**src/rtl/light_sensor_adc_setup_params.svh**
```systemverilog
// Constants for the light sensor converter setup block: offsets, fields, resets, timing.
// Assumes a 250 MHz core clock and a byte-wide register port addressed by printed offset.
//
// Functional notes
// - Proximity gain lengthens LED pulse and integration
// - Gain divides converter clock by two-to-exponent
// - Sequencer never clamps LED or gain settings
// - Misc bit five selects high proximity range
// - Misc bit two: zero raw, one proximity
// - IR selector: 0x00 small, 0x03 large diode
// - Aux selector: temperature 0x65, supply 0x75
// - Visible recovery code sets 1..511 clock wait
// - Recovery clock scales with visible gain exponent
// - Visible gain lengthens visible integration time
`ifndef LIGHT_SENSOR_ADC_SETUP_PARAMS_SVH
`define LIGHT_SENSOR_ADC_SETUP_PARAMS_SVH

// Register offsets, as printed
`define LS_OFS_PROX_GAIN 8'h0B
`define LS_OFS_PROX_MISC 8'h0C
`define LS_OFS_IR_SEL 8'h0E
`define LS_OFS_AUX_SEL 8'h0F
`define LS_OFS_VIS_REC 8'h10
`define LS_OFS_VIS_GAIN 8'h11

// Reset values
`define LS_RST_PROX_GAIN 8'h00
`define LS_RST_PROX_MISC 8'h04
`define LS_RST_IR_SEL 8'h00
`define LS_RST_AUX_SEL 8'h65
`define LS_RST_VIS_REC 8'h70
`define LS_RST_VIS_GAIN 8'h00

// Field positions
`define LS_GAIN_LSB 0
`define LS_GAIN_MSB 2
`define LS_RANGE_BIT 5
`define LS_MODE_BIT 2
`define LS_REC_LSB 4
`define LS_REC_MSB 6

// Input selector codes
`define LS_IR_SMALL 8'h00
`define LS_IR_LARGE 8'h03
`define LS_AUX_TEMP 8'h65
`define LS_AUX_SUPPLY 8'h75

// Timing: converter clock period and core clock period
`define LS_ADC_CLK_NS 50
`define LS_CLK_PERIOD_NS 4
`define LS_ADC_CLK_CYCLES ((`LS_ADC_CLK_NS + `LS_CLK_PERIOD_NS - 1) / `LS_CLK_PERIOD_NS)

`endif

```
**src/rtl/light_sensor_adc_setup_pkg.sv**
```systemverilog
// Types shared by the light sensor converter setup block.
// Assumes the constants header is included by whoever needs numbers.
package light_sensor_adc_setup_pkg;

   // Kind of conversion the sequencer is asked to run
   typedef enum logic [1:0] {MEAS_PROX, MEAS_VIS, MEAS_IR, MEAS_AUX} measure_type;

   // Sequencer states
   typedef enum logic [1:0] {SEQ_IDLE, SEQ_RECOVER, SEQ_INTEGRATE} seq_state_type;

   // Measurement request from the sequencer's owner
   typedef struct packed {
      logic start;
      measure_type kind;
   } meas_req_type;

   // Steering presented to the converter front end
   typedef struct packed {
      logic [7:0] inputSel;
      logic highRange;
      logic rawMode;
      logic convert;
      logic ledOn;
   } adc_ctrl_type;

endpackage : light_sensor_adc_setup_pkg

```
**src/rtl/light_sensor_adc_setup.sv**
```systemverilog
// Converter setup registers and the measurement sequencer they steer.
// Assumes a single 250 MHz clock, synchronous inputs and a byte register port
// with read data returned in the cycle after the read strobe.
`timescale 1ns/1ns
`default_nettype none
`include "light_sensor_adc_setup_params.svh"

module light_sensor_adc_setup #(
   parameter int INTEG_CLOCKS = 64, // Converter clocks per integration, before gain
   parameter logic [7:0] VIS_INPUT_CODE = 8'h02, // Visible diode selector code
   parameter logic [7:0] PROX_INPUT_CODE = 8'h03 // Proximity diode selector code
) (
   input wire logic clk,
   input wire logic rst_b,
   input wire logic [7:0] regAddr,
   input wire logic [7:0] regWrData,
   input wire logic regWrite,
   input wire logic regRead,
   output logic [7:0] regRdData,
   input wire light_sensor_adc_setup_pkg::meas_req_type measReq,
   output light_sensor_adc_setup_pkg::adc_ctrl_type adcCtrl,
   output logic busy,
   output logic measDone
);

   // Converter clock divider width
   localparam int ADC_DIV = `LS_ADC_CLK_CYCLES;
   localparam int ADC_CW = $clog2(ADC_DIV);
   localparam int INT_CW = $clog2(INTEG_CLOCKS + 1);
   localparam logic [ADC_CW-1:0] ADC_LAST = ADC_CW'(ADC_DIV - 1);

   // Stored fields only; reserved bits are never held
   logic [2:0] proxGainExp; // Proximity gain exponent
   logic proxHighRange; // High signal range for proximity
   logic proxMeasureSelect; // 1 normal proximity, 0 raw
   logic [7:0] irLightInputSelect; // IR light input selector
   logic [7:0] auxiliaryInputSelect; // Auxiliary input selector
   logic [2:0] visibleRecoveryCode; // Visible recovery code
   logic [2:0] visGainExp; // Visible gain exponent

   // Sequencer state
   light_sensor_adc_setup_pkg::seq_state_type state;
   light_sensor_adc_setup_pkg::measure_type activeKind; // Kind being run
   logic [2:0] activeExp; // Divider exponent of the run
   logic [ADC_CW-1:0] adcCnt; // Core cycles within a converter clock
   logic [6:0] gainCnt; // Converter clocks within a scaled clock
   logic [8:0] recLeft; // Scaled clocks of recovery still to wait
   logic [INT_CW-1:0] intLeft; // Scaled clocks of integration left
   logic adcTick; // Last core cycle of a converter clock
   logic scaledTick; // Last core cycle of a gain-divided clock
   logic accept; // Request taken this cycle

   // Divider mask: two-to-exponent minus one
   function automatic logic [6:0] divMask(input logic [2:0] exp);
      divMask = 7'((8'h01 << exp) - 8'h01);
   endfunction : divMask

   // Recovery converter clocks for a code: 1, then 2^(code+2)-1
   function automatic logic [8:0] recoveryClocks(input logic [2:0] code);
      recoveryClocks = (code == 3'h0) ? 9'h001 : 9'((10'h004 << code) - 10'h001);
   endfunction : recoveryClocks

   // Tick decode shared by recovery and integration
   assign adcTick = (adcCnt == ADC_LAST);
   assign scaledTick = adcTick && (gainCnt == divMask(activeExp));
   assign accept = measReq.start && (state == light_sensor_adc_setup_pkg::SEQ_IDLE);

   // Register writes; only defined fields are stored
   always_ff @(posedge clk or negedge rst_b)
   begin
      if (!rst_b)
      begin
         proxGainExp <= 3'(`LS_RST_PROX_GAIN);
         proxHighRange <= 1'b0;
         proxMeasureSelect <= 1'b1;
         irLightInputSelect <= `LS_RST_IR_SEL;
         auxiliaryInputSelect <= `LS_RST_AUX_SEL;
         visibleRecoveryCode <= 3'h7;
         visGainExp <= 3'(`LS_RST_VIS_GAIN);
      end
      else if (regWrite)
      begin
         unique case (regAddr)
            `LS_OFS_PROX_GAIN:
            begin
               // Any exponent is accepted; no protective clamp
               proxGainExp <= regWrData[`LS_GAIN_MSB:`LS_GAIN_LSB];
            end
            `LS_OFS_PROX_MISC:
            begin
               proxHighRange <= regWrData[`LS_RANGE_BIT];
               proxMeasureSelect <= regWrData[`LS_MODE_BIT];
            end
            `LS_OFS_IR_SEL: irLightInputSelect <= regWrData;
            `LS_OFS_AUX_SEL: auxiliaryInputSelect <= regWrData;
            `LS_OFS_VIS_REC:
            begin
               visibleRecoveryCode <= regWrData[`LS_REC_MSB:`LS_REC_LSB];
            end
            `LS_OFS_VIS_GAIN: visGainExp <= regWrData[`LS_GAIN_MSB:`LS_GAIN_LSB];
            default: ; // Unmapped writes are dropped
         endcase
      end
   end

   // Read port: data only in the cycle after the strobe
   always_ff @(posedge clk or negedge rst_b)
   begin
      if (!rst_b)
      begin
         regRdData <= 8'h00;
      end
      else if (!regRead)
      begin
         regRdData <= 8'h00;
      end
      else
      begin
         // Reserved positions fill with zero
         unique case (regAddr)
            `LS_OFS_PROX_GAIN: regRdData <= {5'h00, proxGainExp};
            `LS_OFS_PROX_MISC: regRdData <= {2'h0, proxHighRange, 2'h0, proxMeasureSelect, 2'h0};
            `LS_OFS_IR_SEL: regRdData <= irLightInputSelect;
            `LS_OFS_AUX_SEL: regRdData <= auxiliaryInputSelect;
            `LS_OFS_VIS_REC: regRdData <= {1'b0, visibleRecoveryCode, 4'h0};
            `LS_OFS_VIS_GAIN: regRdData <= {5'h00, visGainExp};
            default: regRdData <= 8'h00;
         endcase
      end
   end

   // Converter clock divider; restarts with each run so timing is exact
   always_ff @(posedge clk or negedge rst_b)
   begin
      if (!rst_b)
      begin
         adcCnt <= '0;
         gainCnt <= 7'h00;
      end
      else if (accept || state == light_sensor_adc_setup_pkg::SEQ_IDLE)
      begin
         adcCnt <= '0;
         gainCnt <= 7'h00;
      end
      else if (adcTick)
      begin
         adcCnt <= '0;
         // Gain divides the converter clock by two-to-exponent
         gainCnt <= scaledTick ? 7'h00 : 7'(gainCnt + 7'h01);
      end
      else
      begin
         adcCnt <= ADC_CW'(adcCnt + 1'b1);
      end
   end

   // Sequencer: latch settings at start, recover, integrate
   always_ff @(posedge clk or negedge rst_b)
   begin
      if (!rst_b)
      begin
         state <= light_sensor_adc_setup_pkg::SEQ_IDLE;
         activeKind <= light_sensor_adc_setup_pkg::MEAS_PROX;
         activeExp <= 3'h0;
         recLeft <= 9'h000;
         intLeft <= '0;
      end
      else
      begin
         unique case (state)
            light_sensor_adc_setup_pkg::SEQ_IDLE:
            begin
               if (accept)
               begin
                  activeKind <= measReq.kind;
                  intLeft <= INT_CW'(INTEG_CLOCKS);
                  // IR and auxiliary conversions run undivided, straight to integration
                  activeExp <= 3'h0;
                  state <= light_sensor_adc_setup_pkg::SEQ_INTEGRATE;
                  if (measReq.kind == light_sensor_adc_setup_pkg::MEAS_VIS)
                  begin
                     // Recovery and integration both run on the visible gain
                     activeExp <= visGainExp;
                     recLeft <= recoveryClocks(visibleRecoveryCode);
                     state <= light_sensor_adc_setup_pkg::SEQ_RECOVER;
                  end
                  else if (measReq.kind == light_sensor_adc_setup_pkg::MEAS_PROX)
                  begin
                     activeExp <= proxGainExp;
                  end
               end
            end
            light_sensor_adc_setup_pkg::SEQ_RECOVER:
            begin
               if (scaledTick)
               begin
                  recLeft <= 9'(recLeft - 9'h001);
                  if (recLeft == 9'h001)
                  begin
                     state <= light_sensor_adc_setup_pkg::SEQ_INTEGRATE;
                  end
               end
            end
            light_sensor_adc_setup_pkg::SEQ_INTEGRATE:
            begin
               if (scaledTick)
               begin
                  intLeft <= INT_CW'(intLeft - 1'b1);
                  if (intLeft == INT_CW'(1))
                  begin
                     state <= light_sensor_adc_setup_pkg::SEQ_IDLE;
                  end
               end
            end
            default: state <= light_sensor_adc_setup_pkg::SEQ_IDLE; // Illegal code recovers
         endcase
      end
   end

   // Converter steering outputs, registered
   always_ff @(posedge clk or negedge rst_b)
   begin
      if (!rst_b)
      begin
         adcCtrl <= '0;
      end
      else if (accept)
      begin
         // Selector, range and mode are fixed for the whole run
         adcCtrl.highRange <= 1'b0;
         adcCtrl.rawMode <= 1'b0;
         adcCtrl.convert <= (measReq.kind != light_sensor_adc_setup_pkg::MEAS_VIS);
         adcCtrl.ledOn <= 1'b0;
         unique case (measReq.kind)
            light_sensor_adc_setup_pkg::MEAS_PROX:
            begin
               adcCtrl.inputSel <= PROX_INPUT_CODE;
               adcCtrl.highRange <= proxHighRange;
               adcCtrl.rawMode <= !proxMeasureSelect;
               // Raw mode measures the diode with no LED pulse
               adcCtrl.ledOn <= proxMeasureSelect;
            end
            light_sensor_adc_setup_pkg::MEAS_VIS: adcCtrl.inputSel <= VIS_INPUT_CODE;
            light_sensor_adc_setup_pkg::MEAS_IR: adcCtrl.inputSel <= irLightInputSelect;
            light_sensor_adc_setup_pkg::MEAS_AUX: adcCtrl.inputSel <= auxiliaryInputSelect;
         endcase
      end
      else if (state == light_sensor_adc_setup_pkg::SEQ_RECOVER && scaledTick && recLeft == 9'h001)
      begin
         adcCtrl.convert <= 1'b1;
      end
      else if (state == light_sensor_adc_setup_pkg::SEQ_INTEGRATE && scaledTick
               && intLeft == INT_CW'(1))
      begin
         // LED and integration end together on the last scaled clock
         adcCtrl.convert <= 1'b0;
         adcCtrl.ledOn <= 1'b0;
      end
   end

   // Busy level and completion pulse
   always_ff @(posedge clk or negedge rst_b)
   begin
      if (!rst_b)
      begin
         busy <= 1'b0;
         measDone <= 1'b0;
      end
      else
      begin
         busy <= accept || (busy && !(state == light_sensor_adc_setup_pkg::SEQ_INTEGRATE
                 && scaledTick && intLeft == INT_CW'(1)));
         measDone <= (state == light_sensor_adc_setup_pkg::SEQ_INTEGRATE) && scaledTick
                     && (intLeft == INT_CW'(1));
      end
   end

   // Helper counters read only by the checks below
   int ledCycles;
   int convCycles;
   int recCycles;
   int tickCycles; // Core cycles since the last scaled clock
   always_ff @(posedge clk or negedge rst_b)
   begin
      if (!rst_b)
      begin
         ledCycles <= 0;
         convCycles <= 0;
         recCycles <= 0;
         tickCycles <= 0;
      end
      else
      begin
         ledCycles <= adcCtrl.ledOn ? ledCycles + 1 : 0;
         convCycles <= adcCtrl.convert ? convCycles + 1 : 0;
         recCycles <= (state == light_sensor_adc_setup_pkg::SEQ_RECOVER) ? recCycles + 1 : 0;
         // Counted apart from the divider so the period check is not a tautology
         tickCycles <= (scaledTick || !busy) ? 0 : tickCycles + 1;
      end
   end
endmodule : light_sensor_adc_setup
`default_nettype wire

```
**config.mk**
```make
export PLATFORM = sky130hd
export DESIGN_NAME = light_sensor_adc_setup
export DESIGN_NICKNAME = d
export VERILOG_FILES = /design/src/rtl/light_sensor_adc_setup_pkg.sv /design/src/rtl/light_sensor_adc_setup.sv
export VERILOG_INCLUDE_DIRS = /design/src /design/src/rtl
export SDC_FILE = /design/constraint.sdc
export NUM_CORES = 1
export LEC_CHECK = 0
export BUFFER_PORTS_ARGS = -buffer_cell sky130_fd_sc_hd__buf_4
export CORE_MARGIN = 2
export CORE_UTILIZATION = 40
export CTS_CLUSTER_SIZE = 28
export DETAILED_ROUTE_END_ITERATION = 16
export PLACE_DENSITY = 0.57
export SETUP_SLACK_MARGIN = 0.02
export SLEW_MARGIN = 20
export SYNTH_ARGS = -nofsm -noshare
export SYNTH_HDL_FRONTEND = slang
export SYNTH_SLANG_ARGS = --single-unit
```
**constraint.sdc**
```tcl
create_clock -name clk -period 4 [get_ports clk]
set_input_delay 1 -clock clk [delete_from_list [all_inputs] [get_ports clk]]
set_output_delay 1 -clock clk [all_outputs]
set_load 0.02 [all_outputs]
```
Word level (Yosys, flattened, before mapping):

Cells that the tools add are included.

* word-level logic and storage cells: 113
* register bits after elaboration: 81
* output and inout port bits: 22
* bits of input ports: 23

* $add $sub $neg: 6
* shifts and indexed selects: 2
* equal/unequal tests: 23
* reductions and logical operators: 30
* muxes and demuxes: 31

Operators by type and width (number)
* 8-bit case mux with 6 select lines: 1
* 9-bit two-way mux: 4
* 7-bit two-way mux: 5
* 8-bit by 4-bit equality test with 1-bit output (second input constant): 4
* 8-bit case mux with 4 select lines: 1
* 2-bit two-way mux: 9
* 9-bit case mux with 2 select lines: 1
* 9-bit by 1-bit subtractor with 9-bit output (second input constant): 2
* 8-bit by 5-bit equality test with 1-bit output (second input constant): 2
* 2-bit AND reduction: 8
* 7-bit case mux with 2 select lines: 1
* 7-bit by 1-bit subtractor with 7-bit output (second input constant): 2
* 2-bit inequality test (second input constant): 5
* 9-bit by 1-bit equality test with 1-bit output (second input constant): 1
* 3-bit by 3-bit left shift with 9-bit output (first input constant): 1
* 4-bit two-way mux: 2
* 8-bit two-way mux: 1
* 2-bit nonzero test: 4
* 7-bit by 1-bit adder with 7-bit output (second input constant): 1
* 7-bit by 1-bit equality test with 1-bit output (second input constant): 1
* 7-bit equality test: 1
* 1-bit logical AND: 7
* 1-bit by 3-bit left shift with 7-bit output (first input constant): 1
* 2-bit equality test (second input constant): 3
* 15 further kinds: 24

Depth between registers and ports, before layout:

* word-level depth: 9
* mapped depth: 11

Worst setup path after synthesis:

No wires, ideal clock.

* kind: reg-to-reg
* start: reg activeExp[2]
* end: reg recLeft[1]
* setup slack: 1145 ps
* stages on the path, launching flop included: 10
* clock period less this slack: 2855 ps
* buffers on the path: 2
* arrival time: 2729 ps
* cell sequence: dfrtp_1 > buf_6 > or3_1 > ha_1 > nor3b_2 > a311oi_1 > o2111ai_1 > or3_1 > buf_6 > mux2_4

* cells in the longest elaborated chain, start to end: 6

Ends and longest elaborated chain
* start, declared: RTL line light_sensor_adc_setup.sv:44 `logic [2:0] activeExp;`
* start signal, assigned: RTL line light_sensor_adc_setup.sv:183 `activeExp <= visGainExp;`
* start signal, assigned: RTL line light_sensor_adc_setup.sv:189 `activeExp <= proxGainExp;`
* 1-bit by 3-bit left shift with 7-bit output: RTL line light_sensor_adc_setup.sv:55 `divMask = 7'((8'h01 << exp) - 8'h01);`
* 7-bit by 1-bit subtractor with 7-bit output: RTL line light_sensor_adc_setup.sv:55
* 7-bit equality test: RTL line light_sensor_adc_setup.sv:65 `assign scaledTick = adcTick && (gainCnt == divMask(activeExp));`
* 1-bit logical AND: RTL line light_sensor_adc_setup.sv:65
* 2-bit inequality test (no line)
* 4-bit AND reduction (no line)
* end signal, assigned: RTL line light_sensor_adc_setup.sv:184 `recLeft <= recoveryClocks(visibleRecoveryCode);`
* end signal, assigned: RTL line light_sensor_adc_setup.sv:197 `recLeft <= 9'(recLeft - 9'h001);`
* end, declared: RTL line light_sensor_adc_setup.sv:47 `logic [8:0] recLeft;`

No other way between the ends.
A chain may end at the register's enable or synchronous reset.

Worst setup path in the final report:

Same ends and word-level chain as after synthesis.

==> impl_metrics.py <==
metrics = {
    "sta": {
        "fin_setup_tns_ns": 0,
        "period_minus_slack_ns": 3.10,
        "rsz0062_at_grt": "false",
        "worst_pin_slew_ns": 0.751,
        "clock_skew_ns": 0.0148,
        "hold_viol": 0,
        "min_period_over_period_pct": 77.4,
        "fmax_mhz": 323,
        "drv_slew": 0,
        "setup_viol": 0,
        "max-slew-margin-rel_pct": 49.9,
    },
    "cts": {
        "cts_buffers": 9,
        "htree_num_levels": 3,
        "clkTransAtPathRegs_ns": 0.09,
        "clock_tree.buffer_depth": 2,
        "cts_setup_buffers": 0,
        "cts_tree": "done",
        "cts_root_buf": "clkbuf_8",
        "hold_buffers": 0,
        "cts_resized": 0,
        "cts.sinks": 81,
        "clk_latency_ns": 0.36,
    },
    "place": {
        "hpwlAfterDp_microns": 6920,
        "port_buffers": 44,
        "place_congestion": 0.829,
        "place_inst": 580,
    },
    "min_path": {
        "hold_class": "reg -> reg",
    },
    "setup_path": {
        "crit_chain": "or3_1 -> ha_1 -> o211a_1 -> nor4_4 -> nor2_4 -> or3_1 -> mux2_4",
        "path_buf_inv": 0,
        "critPathTopFamily": "simple AND/OR/NAND/NOR gates",
        "path_max_fanout": 18,
        "cp_slowest_cell": "or3_1",
        "path_class": "reg -> reg",
        "cp.required_ns": 4.24,
        "cp_slowest_stage_delay_ns": 0.56,
        "critPathLaunchType": "flip-flop",
        "cp_common_cell": "or3_1",
        "end_kind": "flip-flop",
        "crit_arrival_ns": 3.34,
    },
    "layout": {
        "nNetsFinal": 482,
        "area_growth_pct": 13.4,
        "fin_util_pct": 46.3,
        "layout-drive-gt1-share_pct": 26.3,
        "final_cells": 596,
        "diodes": 0,
        "fillers": 983,
    },
    "floorplan": {
        "io_pins": 45,
        "die_w_microns": 109,
        "die_area_sq_mm": 0.0119,
        "initial_utilization_pct": 40.8,
        "fp-row-count": 38,
        "core_sq_mm": 0.0108,
        "die_h_microns": 109,
    },
    "routing": {
        "drcViolationCount": 0,
        "num_vias": 3335,
        "via_per_inst": 5.60,
        "wl_per_cell_microns": 16.8,
        "drtPass1Iterations": 4,
        "drtIter0Drc": 136,
        "ant_nets": 0,
        "drt_wl_total_microns": 10000,
    },
    "logic_synthesis": {
        "syn-cell-area_sq_mm": 0.00441,
        "synth_async_sr_flop_share_pct": 100,
        "ys.flop_type": "dfrtp_1",
        "postSynthNetCount": 449,
        "synth_edf_count": 0,
        "synth.avg_cell_area_sq_um": 10.5,
        "ys_seq_area_share_pct": 46.2,
        "synth.lib_cells_used.distinct": 74,
        "syn_inst": 418,
        "synth_seq_cells": 81,
        "yosys_warnings": 0,
    },
    "status": {
        "status": "finished, final reports clean",
    },
    "grt": {
        "grt_pass1_wl_microns": 16800,
        "first_global_vias": 3305,
        "grt_max_degree": 82,
        "track_usage_pct": 18.1,
        "antenna_found_initial": 0,
        "grt_overflow": 0,
    },
    "pwr": {
        "powerDensity_mw_per_mm2": 437,
        "peakVddDrop_mv": 0.153,
        "total_leakage_power_nw": 2.17,
    },
    "job": {
        "cap_viol_max_count": 0,
    },
}
## per-stage QoR
| step | setup WS [ns] | hold WS (ns) | power [mW] | cell area, sq um |
|---|---|---|---|---|
| detailed placement | 0.918 | 0.478 | 1.62 | 4810 |
| global placement | 0.983 | 0.468 | 1.60 | 4810 |
| CTS | 0.915 | 0.499 | 2.21 | 4990 |
| floorplan | 1.15 | 0.455 | 1.43 | 4410 |
| finish | 0.903 | 0.493 | 2.18 | 5000 |
| global route | 0.735 | 0.532 | 2.33 | 5000 |
## final timing paths
path                       cells after the start                      to                startpoint  slack [ns]
max in group asynchronous                      1  regRdData[6]$_DFF_PN0_                     rst_b        2.80
setup reg to reg                               7  recLeft[1]$_DFFE_PN0P_  activeExp[2]$_DFFE_PN0P_        0.90
setup / recovery                               7  recLeft[1]$_DFFE_PN0P_  activeExp[2]$_DFFE_PN0P_        0.90
hold / removal                                 2  adcCtrl[3]$_DFFE_PN0P_    adcCtrl[3]$_DFFE_PN0P_        0.49
min in group asynchronous                      1     adcCnt[0]$_DFF_PN0_                     rst_b        0.66
hold reg to reg                                2  adcCtrl[3]$_DFFE_PN0P_    adcCtrl[3]$_DFFE_PN0P_        0.49
## routing by layer
layer / track usage (%) / routed length, microns
met1: 25.0 / 4830
met2: 28.3 / 4710
met3: 3.05 / 325
met4: 6.68 / 152
met5: 0 / 0
## cell families after synthesis
family / count (synthesis) / synth area share, %
AOI/OAI and AO/OA: 86 / 15.0
xor gates and xnor gates: 6 / 1.19
adders and majority gates: 8 / 2.27
buffers and inverters: 36 / 3.75
DFF: 81 / 46.2
muxes: 49 / 12.2
and+or+nand+nor: 152 / 19.4
## synthesized netlist by cell type (3+ instances only)
master,n,area (sq um)
a22oi_1,6,45.0
ha_1,8,100
or3_1,7,43.8
o31ai_1,12,90.1
o311ai_0,4,35.0
o21ai_0,13,65.1
buf_1,3,11.3
nor2b_1,5,31.3
or4_1,6,45.0
nor4_1,5,31.3
a21oi_1,7,35.0
mux2_2,32,360
and3_1,3,18.8
clkbuf_1,14,52.6
buf_6,3,33.8
a31oi_1,5,31.3
o41ai_1,4,35.0
dfrtp_1,73,1830
dfstp_2,8,210
mux2i_1,16,160
inv_1,12,45.0
xnor2_1,5,43.8
nor3_1,11,55.1
nand2_1,36,135
nand2b_1,6,37.5
nor2_1,27,101
o211ai_1,4,30.0
nand3_1,17,85.1
buf_2,3,15.0
a22o_1,9,78.8
and2_1,3,18.8
## worst reg2reg max path: cells and delay by family, from the launching register on
kind,cells,cell delay [ns]
AND/OR/NAND/NOR,4,1.60
flip-flops,1,0.52
multiplexers,1,0.35
adder cells (fa/ha/maj),1,0.31
AO/OA/AOI/OAI,1,0.21
## cell type report
| class | instances | area, sq um | share of cell area, % |
|---|---|---|---|
| Clock buffer | 10 | 138 | 2.75 |
| Inverter | 12 | 45.0 | 0.901 |
| Clock inverter | 6 | 50.0 | 1.00 |
| Multi-Input combinational cell | 301 | 2200 | 44.1 |
| Sequential cell | 81 | 2040 | 40.8 |
| Timing Repair Buffer | 46 | 349 | 6.98 |
| Tap cell | 140 | 175 | 3.50 |
## report_power, final
| group | switching [mW] | internal [mW] | total (mW) |
|---|---|---|---|
| Combinational | 0.327 | 0.230 | 0.557 |
| Sequential | 0.115 | 0.926 | 1.04 |
| Clock | 0.335 | 0.249 | 0.585 |
| Total | 0.778 | 1.40 | 2.18 |
## cells in the final DEF, fill, tap and decap left out, drive strengths merged, types with 8 or more instances in the layout
master / count
dfrtp: 73
buf: 46
nand2: 36
mux2: 33
nor2: 28
nand3: 18
mux2i: 16
o21ai: 14
inv: 14
o31ai: 12
nor3: 12
clkbuf: 10
a22o: 9
ha: 8
dfstp: 8
or3: 8
## flip-flops by register name, indices dropped and copies added (netlist names)
signal,flops
activeExp,3
adcCnt,4
adcCtrl,12
auxiliaryInputSelect,8
busy,1
gainCnt,7
intLeft,7
irLightInputSelect,8
measDone,1
proxGainExp,3
proxHighRange,1
proxMeasureSelect,1
recLeft,9
regRdData,8
state,2
visGainExp,3
visibleRecoveryCode,3
No activity file was read; power rests on OpenSTA's default activity.
